File: config.mk
export PLATFORM = sky130hd
export DESIGN_NAME = sensor_fifo_batch_control
export DESIGN_NICKNAME = d
export VERILOG_FILES = /design/src/design/sensor_fifo_batch_control.v
export VERILOG_INCLUDE_DIRS = /design/src /design/src/design
export SDC_FILE = /design/constraint.sdc
export NUM_CORES = 1
export LEC_CHECK = 0
export BUFFER_PORTS_ARGS = -buffer_cell sky130_fd_sc_hd__buf_2
export CELL_PAD_IN_SITES_DETAIL_PLACEMENT = 1
export CELL_PAD_IN_SITES_GLOBAL_PLACEMENT = 2
export CORE_AREA = 2 2 158 160
export CTS_BUF_LIST = sky130_fd_sc_hd__clkbuf_8
export CTS_CLUSTER_DIAMETER = 100
export DETAILED_ROUTE_END_ITERATION = 10
export DIE_AREA = 0 0 160 162
export PLACE_DENSITY_LB_ADDON = 0.1
export SLEW_MARGIN = 20
export SYNTH_ARGS = -nofsm -noshare
export SYNTH_HDL_FRONTEND = slang
export SYNTH_SLANG_ARGS = --single-unit
File: constraint.sdc
create_clock -name clk_i -period 10.9 [get_ports clk_i]
set_clock_uncertainty 0.1 [all_clocks]
set_input_delay 0.545 -clock clk_i [delete_from_list [all_inputs] [get_ports clk_i]]
set_output_delay 0.545 -clock clk_i [all_outputs]
set_load 0.1 [all_outputs]
File: src/design/sensor_fifo_regs.vh
// Purpose: register indices, field positions, reset values and codes of the sample fifo control block
// Assumes: byte address of a register is four times its index; data sits in bits 7:0 of the bus word
// Notes:   definitions only
`ifndef SENSOR_FIFO_REGS_VH
`define SENSOR_FIFO_REGS_VH

// ----------------------------------------------------------------------------
// register indices
// ----------------------------------------------------------------------------
`define IDX_FILL_THRESHOLD     8'h07
`define IDX_COMPRESSION_OPTS   8'h08
`define IDX_BATCH_RATES        8'h09
`define IDX_POLICY_AUX         8'h0a
`define IDX_COUNTER_CFG_HIGH   8'h0b
`define IDX_COUNTER_TH_LOW     8'h0c
`define IDX_PIN1_ROUTING       8'h0d
`define IDX_PIN2_ROUTING       8'h0e
`define IDX_IDENTITY           8'h0f
`define IDX_FIFO_STATUS        8'h10

// ----------------------------------------------------------------------------
// writable-bit masks (reserved bits stay zero) and reset value
// ----------------------------------------------------------------------------
`define MASK_COMPRESSION_OPTS  8'hd7
`define MASK_COUNTER_CFG_HIGH  8'h63
`define MASK_PIN1_ROUTING      8'h7b
`define CTRL_RESET             8'h00

// ----------------------------------------------------------------------------
// field positions
// ----------------------------------------------------------------------------
`define BIT_DEPTH_LIMIT        7
`define BIT_RT_COMPRESSION     6
`define BIT_RATE_CHANGE        4
`define BIT_CH2_PSM_BATCH      0
`define BIT_STAB_GYRO_BATCH    3
`define BIT_ST_THRESHOLD       0
`define BIT_ST_FULL            1
`define BIT_ST_OVERRUN         2
`define BIT_ST_BATCH_COUNTER   3
`define ST_LEVEL_LSB           16

// ----------------------------------------------------------------------------
// buffer policy codes and effective modes
// ----------------------------------------------------------------------------
`define POL_BYPASS             3'b000
`define POL_STOP_FULL          3'b001
`define POL_CONT_WTM_TO_FULL   3'b010
`define POL_CONT_TO_STOP       3'b011
`define POL_BYPASS_TO_CONT     3'b100
`define POL_CONTINUOUS         3'b110
`define POL_BYPASS_TO_STOP     3'b111
`define EFF_BYPASS             2'b00
`define EFF_STOP               2'b01
`define EFF_CONT               2'b10

// ----------------------------------------------------------------------------
// rate codes and divider masks on the 7.68 kHz base tick
// ----------------------------------------------------------------------------
`define RATE_LOWEST_CODE       4'h1
`define RATE_HIGHEST_CODE      4'hc
`define DIV_1875_MHZ           12'hfff
`define DIV_15_HZ              12'h1ff
`define DIV_60_HZ              12'h07f

`endif

File: src/design/sensor_fifo_batch_control.v
// Purpose: control logic of the sensor sample fifo: policy, batching rates, batch counter, pin routing
// Assumes: classic wishbone slave, one register per aligned word, data in bits 7:0
// Notes:   only the fifo fill level is tracked here, sample storage lives outside
//
// Summary of operation
// - threshold flag when level at or above threshold
// - depth limit bit caps depth at threshold
// - compression needs runtime bit and master enable
// - rate-change bit writes a rate-change entry
// - forced uncompressed every 8, 16, 32 events
// - channel-2 accel batched only on machine triggers
// - gyro rate code decode, high codes reserved
// - accel rate code decode, high codes reserved
// - timestamp at fastest rate over 1, 8, 32
// - temperature batched at 1.875, 15, 60 Hz
// - stabilisation gyro batch enable bit
// - policy 000 bypass, 001 stop when full
// - policy 110 overwrites oldest; 101 reserved
// - policy 010 threshold-deep continuous, then stop-full
// - trigger release switches policies 011, 100, 111
// - batch counter source select accel/gyro/stab gyro
// - counter at threshold resets and sets flag
// - pin one is OR of enabled sources
// - pin one routed sources; all but counter raise in-band, function routing does not
// - pin two is OR of enabled sources
// - pin two sources with their own enables
// - identity register fixed, writes ignored
//
// Local design decision: register access over Wishbone.
`timescale 1ns/1ps
`include "sensor_fifo_regs.vh"

module sensor_fifo_batch_control #(
  parameter       LW             = 10,        // width of the fill level
  parameter       DEPTH          = 512,       // entries of the fifo
  parameter [7:0] IDENTITY_VALUE = 8'h5a      // arbitrary value
) (
  // clock and reset
  input  wire          clk_i,
  input  wire          rst_i,
  // wishbone slave
  input  wire          cyc_i,
  input  wire          stb_i,
  input  wire          we_i,
  input  wire [7:0]    adr_i,
  input  wire [3:0]    sel_i,
  input  wire [31:0]   dat_i,
  output reg  [31:0]   dat_o,
  output reg           ack_o,
  // sample sources and fifo drain
  input  wire          base_tick_i,            // 7.68 kHz strobe
  input  wire          stab_gyro_sample_i,     // stabilisation channel sample strobe
  input  wire          dual_channel_i,         // dual-channel mode on
  input  wire          psm_trigger_i,          // programmable state machine trigger
  input  wire          mode_trigger_i,         // policy trigger level
  input  wire          fifo_read_i,            // one entry drained
  input  wire          compression_master_enable_i,
  // event sources for the pins
  input  wire          accel_drdy_i,
  input  wire          gyro_drdy_i,
  input  wire          stab_gyro_drdy_i,
  input  wire          function_done_i,
  input  wire          pin_one_function_i,     // OR of pin one function routing
  input  wire          pin_two_function_i,     // OR of pin two function routing
  input  wire          i3c_dyn_addr_i,         // dynamic address assigned
  // fifo state
  output reg  [6:0]    sample_write_o,         // accel gyro stab temp ts ch2 ratechg
  output reg  [LW-1:0] fifo_level_o,
  output reg           fill_threshold_o,
  output reg           fifo_full_o,
  output reg           overrun_o,
  output reg           batch_counter_event_flag_o,
  output reg           compression_active_o,
  output reg           force_uncompressed_o,
  // interrupt outputs
  output reg           interrupt_pin_one_o,
  output reg           interrupt_pin_two_o,
  output reg           ibi_request_o
);

  // --------------------------------------------------------------------------
  // control registers
  // --------------------------------------------------------------------------
  reg  [7:0]    fill_threshold;        // threshold in entries
  reg  [7:0]    compression_opts;      // depth limit, compression, rate change
  reg  [7:0]    batch_rates;           // gyro [7:4], accel [3:0]
  reg  [7:0]    policy_aux;            // ts, temp, stab gyro, policy
  reg  [7:0]    counter_cfg_high;      // source and threshold high bits
  reg  [7:0]    counter_th_low;        // threshold low bits
  reg  [7:0]    pin1_routing;          // pin one enables
  reg  [7:0]    pin2_routing;          // pin two enables

  // --------------------------------------------------------------------------
  // internal state
  // --------------------------------------------------------------------------
  reg  [11:0]   tick_count;            // free divider of the base tick
  reg  [4:0]    ts_count;              // timestamp decimation
  reg  [4:0]    unc_count;             // forced uncompressed interval
  reg  [9:0]    batch_count;           // batch event counter
  reg           rate_change_pending;   // rate-change entry to write
  reg  [2:0]    n_writes;              // entries offered this cycle
  reg  [6:0]    offered;               // per-sensor offers
  reg  [1:0]    eff_mode;              // effective policy
  reg  [LW-1:0] limit;                 // usable depth
  reg  [LW:0]   sum;                   // level before clamping
  reg  [LW-1:0] next_level;
  reg           lost;                  // an entry dropped or overwritten
  reg           accepting;
  reg           accel_ev;
  reg           gyro_ev;
  reg           ts_ev;
  reg           temp_ev;
  reg           count_ev;
  reg  [31:0]   next_dat;
  integer       i;

  wire [7:0]    idx        = {2'b00, adr_i[7:2]};
  wire          wr_commit  = cyc_i & stb_i & we_i & ack_o & sel_i[0];
  wire          rd_commit  = cyc_i & stb_i & ~we_i & ack_o;
  wire [9:0]    count_th   = {counter_cfg_high[1:0], counter_th_low};
  wire [2:0]    policy     = policy_aux[2:0];
  wire          rd_ok      = fifo_read_i & (fifo_level_o != {LW{1'b0}});
  wire          status_rd  = rd_commit & (idx == `IDX_FIFO_STATUS);

  // rate code to divider mask; bit 12 marks a valid code
  function [12:0] rate_mask;
    input [3:0] code;
    begin
      if (code == `RATE_LOWEST_CODE) begin
        rate_mask = {1'b1, `DIV_1875_MHZ};
      end else if (code > `RATE_LOWEST_CODE && code <= `RATE_HIGHEST_CODE) begin
        rate_mask = {1'b1, 12'hfff >> code};                    // 7.5 Hz .. 7.68 kHz
      end else begin
        rate_mask = 13'h0000;                                   // off or reserved
      end
    end
  endfunction

  // --------------------------------------------------------------------------
  // batch event generation
  // --------------------------------------------------------------------------
  // divider masks are power-of-two aligned, so the faster sensor's events
  // include every event of the slower one; that makes the max-rate easy
  always @* begin : batch_events
    reg [12:0] am;
    reg [12:0] gm;
    am = rate_mask(batch_rates[3:0]);
    gm = rate_mask(batch_rates[7:4]);
    accel_ev = base_tick_i & am[12] & ((tick_count & am[11:0]) == 12'h000);
    gyro_ev  = base_tick_i & gm[12] & ((tick_count & gm[11:0]) == 12'h000);
    // timestamp decimation 1, 8 or 32 of the faster rate
    case (policy_aux[7:6])
      2'b01:   ts_ev = accel_ev | gyro_ev;
      2'b10:   ts_ev = (accel_ev | gyro_ev) & (ts_count[2:0] == 3'h0);
      2'b11:   ts_ev = (accel_ev | gyro_ev) & (ts_count == 5'h00);
      default: ts_ev = 1'b0;
    endcase
    // temperature rates
    case (policy_aux[5:4])
      2'b01:   temp_ev = base_tick_i & ((tick_count & `DIV_1875_MHZ) == 12'h000);
      2'b10:   temp_ev = base_tick_i & ((tick_count & `DIV_15_HZ) == 12'h000);
      2'b11:   temp_ev = base_tick_i & ((tick_count & `DIV_60_HZ) == 12'h000);
      default: temp_ev = 1'b0;
    endcase
    // counter source
    case (counter_cfg_high[6:5])
      2'b00:   count_ev = accel_ev;
      2'b01:   count_ev = gyro_ev;
      default: count_ev = stab_gyro_sample_i & policy_aux[`BIT_STAB_GYRO_BATCH];
    endcase
  end

  // --------------------------------------------------------------------------
  // buffer policy and fill level
  // --------------------------------------------------------------------------
  always @* begin
    // trigger-driven switching
    case (policy)
      `POL_BYPASS:           eff_mode = `EFF_BYPASS;
      `POL_STOP_FULL:        eff_mode = `EFF_STOP;
      `POL_CONT_WTM_TO_FULL: eff_mode = mode_trigger_i ? `EFF_CONT : `EFF_STOP;
      `POL_CONT_TO_STOP:     eff_mode = mode_trigger_i ? `EFF_CONT : `EFF_STOP;
      `POL_BYPASS_TO_CONT:   eff_mode = mode_trigger_i ? `EFF_BYPASS : `EFF_CONT;
      `POL_CONTINUOUS:       eff_mode = `EFF_CONT;
      `POL_BYPASS_TO_STOP:   eff_mode = mode_trigger_i ? `EFF_BYPASS : `EFF_STOP;
      default:               eff_mode = `EFF_BYPASS;
    endcase
    // depth capped at the threshold
    if (compression_opts[`BIT_DEPTH_LIMIT] ||
        (policy == `POL_CONT_WTM_TO_FULL && mode_trigger_i)) begin
      limit = {{(LW-8){1'b0}}, fill_threshold};
    end else begin
      limit = DEPTH[LW-1:0];
    end
    // a stopped fifo takes nothing once full
    accepting = (eff_mode != `EFF_BYPASS) &&
                !(eff_mode == `EFF_STOP && fifo_level_o >= limit);
    offered[0] = accel_ev;
    offered[1] = gyro_ev;
    offered[2] = stab_gyro_sample_i & policy_aux[`BIT_STAB_GYRO_BATCH];
    offered[3] = temp_ev;
    offered[4] = ts_ev;
    offered[5] = dual_channel_i & compression_opts[`BIT_CH2_PSM_BATCH] & psm_trigger_i;
    offered[6] = rate_change_pending;
    n_writes = 3'h0;
    for (i = 0; i < 7; i = i + 1) begin
      n_writes = n_writes + {2'b00, offered[i]};
    end
    if (!accepting) begin
      n_writes = 3'h0;
    end
    sum  = {1'b0, fifo_level_o} - {{LW{1'b0}}, rd_ok} + {{(LW-2){1'b0}}, n_writes};
    lost = 1'b0;
    if (eff_mode == `EFF_BYPASS) begin
      next_level = {LW{1'b0}};
    end else if (sum > {1'b0, limit}) begin
      next_level = limit;     // continuous: oldest dropped; stop: excess dropped
      lost       = 1'b1;
    end else begin
      next_level = sum[LW-1:0];
    end
  end

  // level, flags and write strobes
  always @(posedge clk_i) begin
    if (rst_i) begin
      fifo_level_o     <= {LW{1'b0}};
      fill_threshold_o <= 1'b0;
      fifo_full_o      <= 1'b0;
      overrun_o        <= 1'b0;
      sample_write_o   <= 7'h00;
    end else begin
      fifo_level_o     <= next_level;
      fill_threshold_o <= next_level >= {{(LW-8){1'b0}}, fill_threshold};
      fifo_full_o      <= (eff_mode != `EFF_BYPASS) && (next_level >= limit);
      sample_write_o   <= accepting ? offered : 7'h00;
      // a new loss wins over the clear by a status read
      if (lost) begin
        overrun_o <= 1'b1;
      end else if (status_rd) begin
        overrun_o <= 1'b0;
      end
    end
  end

  // --------------------------------------------------------------------------
  // dividers, batch counter and compression control
  // --------------------------------------------------------------------------
  always @(posedge clk_i) begin
    if (rst_i) begin
      tick_count                 <= 12'h000;
      ts_count                   <= 5'h00;
      unc_count                  <= 5'h00;
      batch_count                <= 10'h000;
      batch_counter_event_flag_o <= 1'b0;
      compression_active_o       <= 1'b0;
      force_uncompressed_o       <= 1'b0;
    end else begin
      if (base_tick_i) begin
        tick_count <= tick_count + 12'h001;
      end
      if (accel_ev | gyro_ev) begin
        ts_count  <= ts_count + 5'h01;
        unc_count <= unc_count + 5'h01;
      end
      // counter restarts at its threshold
      if (count_ev) begin
        if (batch_count + 10'h001 == count_th) begin
          batch_count <= 10'h000;
        end else begin
          batch_count <= batch_count + 10'h001;
        end
      end
      if (count_ev && (batch_count + 10'h001 == count_th)) begin
        batch_counter_event_flag_o <= 1'b1;
      end else if (status_rd) begin
        batch_counter_event_flag_o <= 1'b0;
      end
      compression_active_o <= compression_opts[`BIT_RT_COMPRESSION] &
                              compression_master_enable_i;
      // forced uncompressed pulse per 8, 16 or 32 batch events
      case (compression_opts[2:1])
        2'b01:   force_uncompressed_o <= (accel_ev | gyro_ev) & (unc_count[2:0] == 3'h7);
        2'b10:   force_uncompressed_o <= (accel_ev | gyro_ev) & (unc_count[3:0] == 4'hf);
        2'b11:   force_uncompressed_o <= (accel_ev | gyro_ev) & (unc_count == 5'h1f);
        default: force_uncompressed_o <= 1'b0;
      endcase
    end
  end

  // --------------------------------------------------------------------------
  // interrupt pins and in-band request
  // --------------------------------------------------------------------------
  // source vectors laid out like the routing registers, so one AND picks them
  wire [7:0]    src1 = {1'b0, batch_counter_event_flag_o, fifo_full_o, overrun_o, fill_threshold_o,
                        1'b0, gyro_drdy_i, accel_drdy_i};
  wire [7:0]    src2 = {function_done_i, batch_counter_event_flag_o, fifo_full_o, overrun_o,
                        fill_threshold_o, stab_gyro_drdy_i, gyro_drdy_i, accel_drdy_i};

  // pins idle while a dynamic address is assigned; the in-band request
  // then carries every routed pin one source except the batch counter, and not pin_one_function_i
  always @(posedge clk_i) begin
    if (rst_i) begin
      interrupt_pin_one_o <= 1'b0;
      interrupt_pin_two_o <= 1'b0;
      ibi_request_o       <= 1'b0;
    end else begin
      interrupt_pin_one_o <= ~i3c_dyn_addr_i &
                             ((|(src1 & pin1_routing)) | pin_one_function_i);
      interrupt_pin_two_o <= ~i3c_dyn_addr_i &
                             ((|(src2 & pin2_routing)) | pin_two_function_i);
      ibi_request_o       <= i3c_dyn_addr_i & (|(src1 & pin1_routing & 8'h3b));
    end
  end

  // --------------------------------------------------------------------------
  // wishbone register access
  // --------------------------------------------------------------------------
  // read data is built from the address as the request arrives
  always @* begin
    next_dat = 32'h0000_0000;                                   // unmapped reads zero
    if (idx == `IDX_FILL_THRESHOLD) begin
      next_dat[7:0] = fill_threshold;
    end else if (idx == `IDX_COMPRESSION_OPTS) begin
      next_dat[7:0] = compression_opts;
    end else if (idx == `IDX_BATCH_RATES) begin
      next_dat[7:0] = batch_rates;
    end else if (idx == `IDX_POLICY_AUX) begin
      next_dat[7:0] = policy_aux;
    end else if (idx == `IDX_COUNTER_CFG_HIGH) begin
      next_dat[7:0] = counter_cfg_high;
    end else if (idx == `IDX_COUNTER_TH_LOW) begin
      next_dat[7:0] = counter_th_low;
    end else if (idx == `IDX_PIN1_ROUTING) begin
      next_dat[7:0] = pin1_routing;
    end else if (idx == `IDX_PIN2_ROUTING) begin
      next_dat[7:0] = pin2_routing;
    end else if (idx == `IDX_IDENTITY) begin
      next_dat[7:0] = IDENTITY_VALUE;
    end else if (idx == `IDX_FIFO_STATUS) begin
      next_dat[`BIT_ST_THRESHOLD]     = fill_threshold_o;
      next_dat[`BIT_ST_FULL]          = fifo_full_o;
      next_dat[`BIT_ST_OVERRUN]       = overrun_o;
      next_dat[`BIT_ST_BATCH_COUNTER] = batch_counter_event_flag_o;
      next_dat[`ST_LEVEL_LSB +: LW]   = fifo_level_o;
    end
  end

  // ack one cycle after the request; the write lands on the ack edge
  always @(posedge clk_i) begin
    if (rst_i) begin
      ack_o               <= 1'b0;
      dat_o               <= 32'h0000_0000;
      fill_threshold      <= `CTRL_RESET;
      compression_opts    <= `CTRL_RESET;
      batch_rates         <= `CTRL_RESET;
      policy_aux          <= `CTRL_RESET;
      counter_cfg_high    <= `CTRL_RESET;
      counter_th_low      <= `CTRL_RESET;
      pin1_routing        <= `CTRL_RESET;
      pin2_routing        <= `CTRL_RESET;
      rate_change_pending <= 1'b0;
    end else begin
      ack_o <= cyc_i & stb_i & ~ack_o;
      if (cyc_i & stb_i & ~ack_o) begin
        dat_o <= next_dat;
      end
      // a changed rate code queues one rate-change entry
      rate_change_pending <= wr_commit && (idx == `IDX_BATCH_RATES) &&
                             (dat_i[7:0] != batch_rates) &&
                             compression_opts[`BIT_RATE_CHANGE];
      // reserved bits are masked so they always read zero
      if (wr_commit) begin
        if (idx == `IDX_FILL_THRESHOLD) begin
          fill_threshold <= dat_i[7:0];
        end else if (idx == `IDX_COMPRESSION_OPTS) begin
          compression_opts <= dat_i[7:0] & `MASK_COMPRESSION_OPTS;
        end else if (idx == `IDX_BATCH_RATES) begin
          batch_rates <= dat_i[7:0];
        end else if (idx == `IDX_POLICY_AUX) begin
          policy_aux <= dat_i[7:0];
        end else if (idx == `IDX_COUNTER_CFG_HIGH) begin
          counter_cfg_high <= dat_i[7:0] & `MASK_COUNTER_CFG_HIGH;
        end else if (idx == `IDX_COUNTER_TH_LOW) begin
          counter_th_low <= dat_i[7:0];
        end else if (idx == `IDX_PIN1_ROUTING) begin
          pin1_routing <= dat_i[7:0] & `MASK_PIN1_ROUTING;
        end else if (idx == `IDX_PIN2_ROUTING) begin
          pin2_routing <= dat_i[7:0];
        end
      end
    end
  end

endmodule // sensor_fifo_batch_control

==> impl_summary.txt <==
----------------------------------------------------
[Worst setup path]
  Critical-path cell with the highest stage delay ... dfxtp_1
  Critical Path Source Type ... register
  Type of the setup path with the least slack ... register to register
  Dominant cell type by count on the critical path ... fa_1
  Largest stage delay on the critical path ... 660 ps
  Critical path capture point type ... register
  Maximum fanout count along the critical path ... 13
  Data arrival, critical path ... 9240 ps
  Worst endpoint required time ... 11120 ps

[STA]
  Setup violators final ... 0
  Final TNS setup ... 0 ps
  Final period demand of the worst path ... 9020 ps
  Max-slew headroom ... 36.7%
  Final Max Tran Viols ... 0
  Worst Setup Slack, final ... 1880 ps
  Final critical-path share of the clock period ... 82.7%
  Highest clock rate ... 111 MHz
  Tightest Pin Transition ... 947 ps
  Final hold slack ... 192 ps
  Setup repair after global routing missed its margin ... false
  Final hold viol count ... 0

[Clocking]
  Quantity of gates resized following cts ... 0
  H-tree lvl count ... 4
  TritonCTS clock tree ... yes
  Clock Tree Buf Depth ... 2
  Clock latency at the later pin of the worst-skew pair ... 460 ps
  Count of hold buffers inserted by post-cts repair ... 0
  Root buffer cell ... clkbuf_8
  Total number of clock tree sinks ... 134
  Clock buffer count from CTS ... 17
  Post-CTS Setup Repair Bufs ... 0
  Clock transition at the register clock pins on the worst setup and hold paths after CTS ... 80 ps

[Finish]
  Count of placed standard cells in the final layout, fillers left out ... 1410
  Core Util, Final ... 38.6%
  Layout cells sized above 1 ... 13.4%
  Number of diodes ... 0
  Final Net Count ... 1201
  Area growth from synthesis to layout ... 11.6%

[Min path]
  Worst hold-check path type ... input port to register

[Synthesis]
  Proportion of synthesized flip-flops having asynchronous set or reset ... 0%
  Area fraction of the dominant cell type after synthesis ... 32.1%
  Avg Synthesized Cell Area ... 8.10 sq um
  Largest area contributor in the netlist ... dfxtp_1
  Total of warnings raised by yosys ... 0
  Leading register cell type out of synthesis ... dfxtp_1
  #FFs+latches synth ... 134
  Top cells by area, synth ... dfxtp_1 (32%), ha_1 (8.8%), mux2i_1 (4.7%)
  Post-synthesis sequential area ratio ... 32.1%
  Most used standard cell by instance count after synthesis ... dfxtp_1
  Unique cell type count in the Yosys netlist ... 82
  Leading post-synthesis cells by instance count ... dfxtp_1 (134), nor2_1 (102), nand2_1 (98)
  Synthesized netlist cell count ... 1030
  Mapped Area ... 8350 sq um
  Post-synth EDFFs ... 0

[Global routing]
  Number of antenna violations at the first check in global routing ... 3
  GRT overflow ... 0
  Maximum number of pins on one net before global-route repair ... 70
  First-pass GRT wire length ... 43500 microns
  Vias in the first global route ... 7587
  Global router's overall resource usage ... 21.5%

[Placement]
  Cells after DPL ... 1379
  Dpl ws ... 1770 ps
  Final weighted congestion in routability-driven placement ... 0.822
  Number of port buffers ... 78
  Total half-perimeter wirelength after legalization and detailed placement ... 20600 microns

[Pwr]
  Leakage power total ... 3.61 nW
  Total power density per cell area ... 109 nW/um^2
  VDD IR-drop max ... 0.0599 mV

[Route]
  Detailed router's first-iteration violation count ... 457
  Post-detailed-routing wire length ... 27400 microns
  Residual antenna-violating net count after detailed routing ... 0
  Average wire per standard cell ... 19.4 microns
  Via count normalized by instance count ... 5.35
  Via Count ... 7542
  Detailed-router iteration count before antenna repair ... 5
  DRC ... 0

[Floorplanning]
  Initial core utilization ... 34.6%
  Number of top-level pins ... 122
  Die width ... 160 microns
  Placement row count ... 57
  Floorplan Core Area ... 24100 sq um
  Die outline area ... 25900 sq um
  Die extent in y ... 162 microns

[Run]
  Max capacitance violation total ... 0

[Run status]
  Status ... finished clean

----------------------------------------------------
[state kept, by name, summed over array words and instances, names as in the netlist, 4 cells and up]
| name | count |
|---|---|
| counter_cfg_high | 4 |
| counter_th_low | 8 |
| fifo_level_o | 10 |
| batch_count | 10 |
| compression_opts | 6 |
| pin2_routing | 8 |
| sample_write_o | 7 |
| policy_aux | 8 |
| ts_count | 5 |
| pin1_routing | 6 |
| dat_o | 18 |
| unc_count | 5 |
| batch_rates | 8 |
| tick_count | 12 |
| fill_threshold | 8 |
[through the flow]
stage / total power, W / instance area [sq um]
floorplan: 0.000573 / 8400
global placement: 0.000591 / 8910
detailed placement: 0.000592 / 8910
CTS: 0.00104 / 9310
global route: 0.00106 / 9310
finish: 0.00102 / 9310
[critical path, delay by kind of cell, from the launching register on]
kind                       cells  cell delay (ps)
adders and majority gates      8             2920
AOI/OAI and AO/OA             15             2860
and+or+nand+nor                8             1750
DFF                            1              660
buffers and inverters          3              210
xor gates and xnor gates       1              200
muxes                          1              170
[layer usage]
layer  up-vias  GRT usage [%]  share of wire [%]
met1      3657           29.3                 48
met3        30           3.93                3.9
li1       3721              -                  -
met5         -              0               0.12
met4         6           6.92                1.6
met2       128           34.6                 46
[final timing paths]
check	slack, ps	startpoint	depth (start not counted)	to
hold reg to reg	350	dat_o[16]	2	dat_o[16]
setup / recovery	1880	batch_rates[1]	36	fifo_full_o
setup reg to reg	1880	batch_rates[1]	36	fifo_full_o
hold / removal	190	i3c_dyn_addr_i	2	interrupt_pin_two_o
[logic make-up after synthesis]
| family | after synthesis | share of synthesized area (%) |
|---|---|---|
| AO/OA/AOI/OAI | 234 | 19.6 |
| XOR/XNOR | 38 | 3.99 |
| adder cells (fa/ha/maj) | 64 | 10.0 |
| buffers and inverters | 140 | 7.19 |
| flip-flops | 134 | 32.1 |
| multiplexers | 48 | 5.89 |
| other | 1 | 0.0449 |
| AND/OR/NAND/NOR | 371 | 21.1 |
[power breakdown]
part / internal (W) / switching, W
Combinational: 0.0000150 / 0.0000692
Clock: 0.000230 / 0.000209
Sequential: 0.000492 / 0.00000374
[final cells by class]
cell class	count	area, sq um
multi-input cells	769	5110
fillers	2982	14800
repair buffers	87	460
inverters	65	244
flip-flops and latches	134	2680
clock inverters	13	159
well taps	324	405
clock buffers	18	248
[cell usage in the layout (no fill, tap or decap), types with 5 or more instances in the layout]
master	instances
buf_4	10
inv_1	66
nand4_1	13
mux2i_1	39
a311o_1	6
a31oi_1	5
dfxtp_1	134
a221oi_1	7
nand2b_1	10
xnor2_1	24
o21bai_1	6
mux2_2	8
nor2_1	102
buf_2	77
o211ai_1	6
and3_1	9
nand3_1	62
a21oi_1	74
and2_1	5
nand2_1	98
conb_1	14
a211oi_1	17
or3_1	12
o32ai_1	5
fa_1	5
xor2_1	14
a21o_1	8
clkbuf_8	18
nor2b_1	7
o31ai_1	7
nor3_1	23
ha_1	59
o21ai_0	33
(Power assumes the default switching activity.)
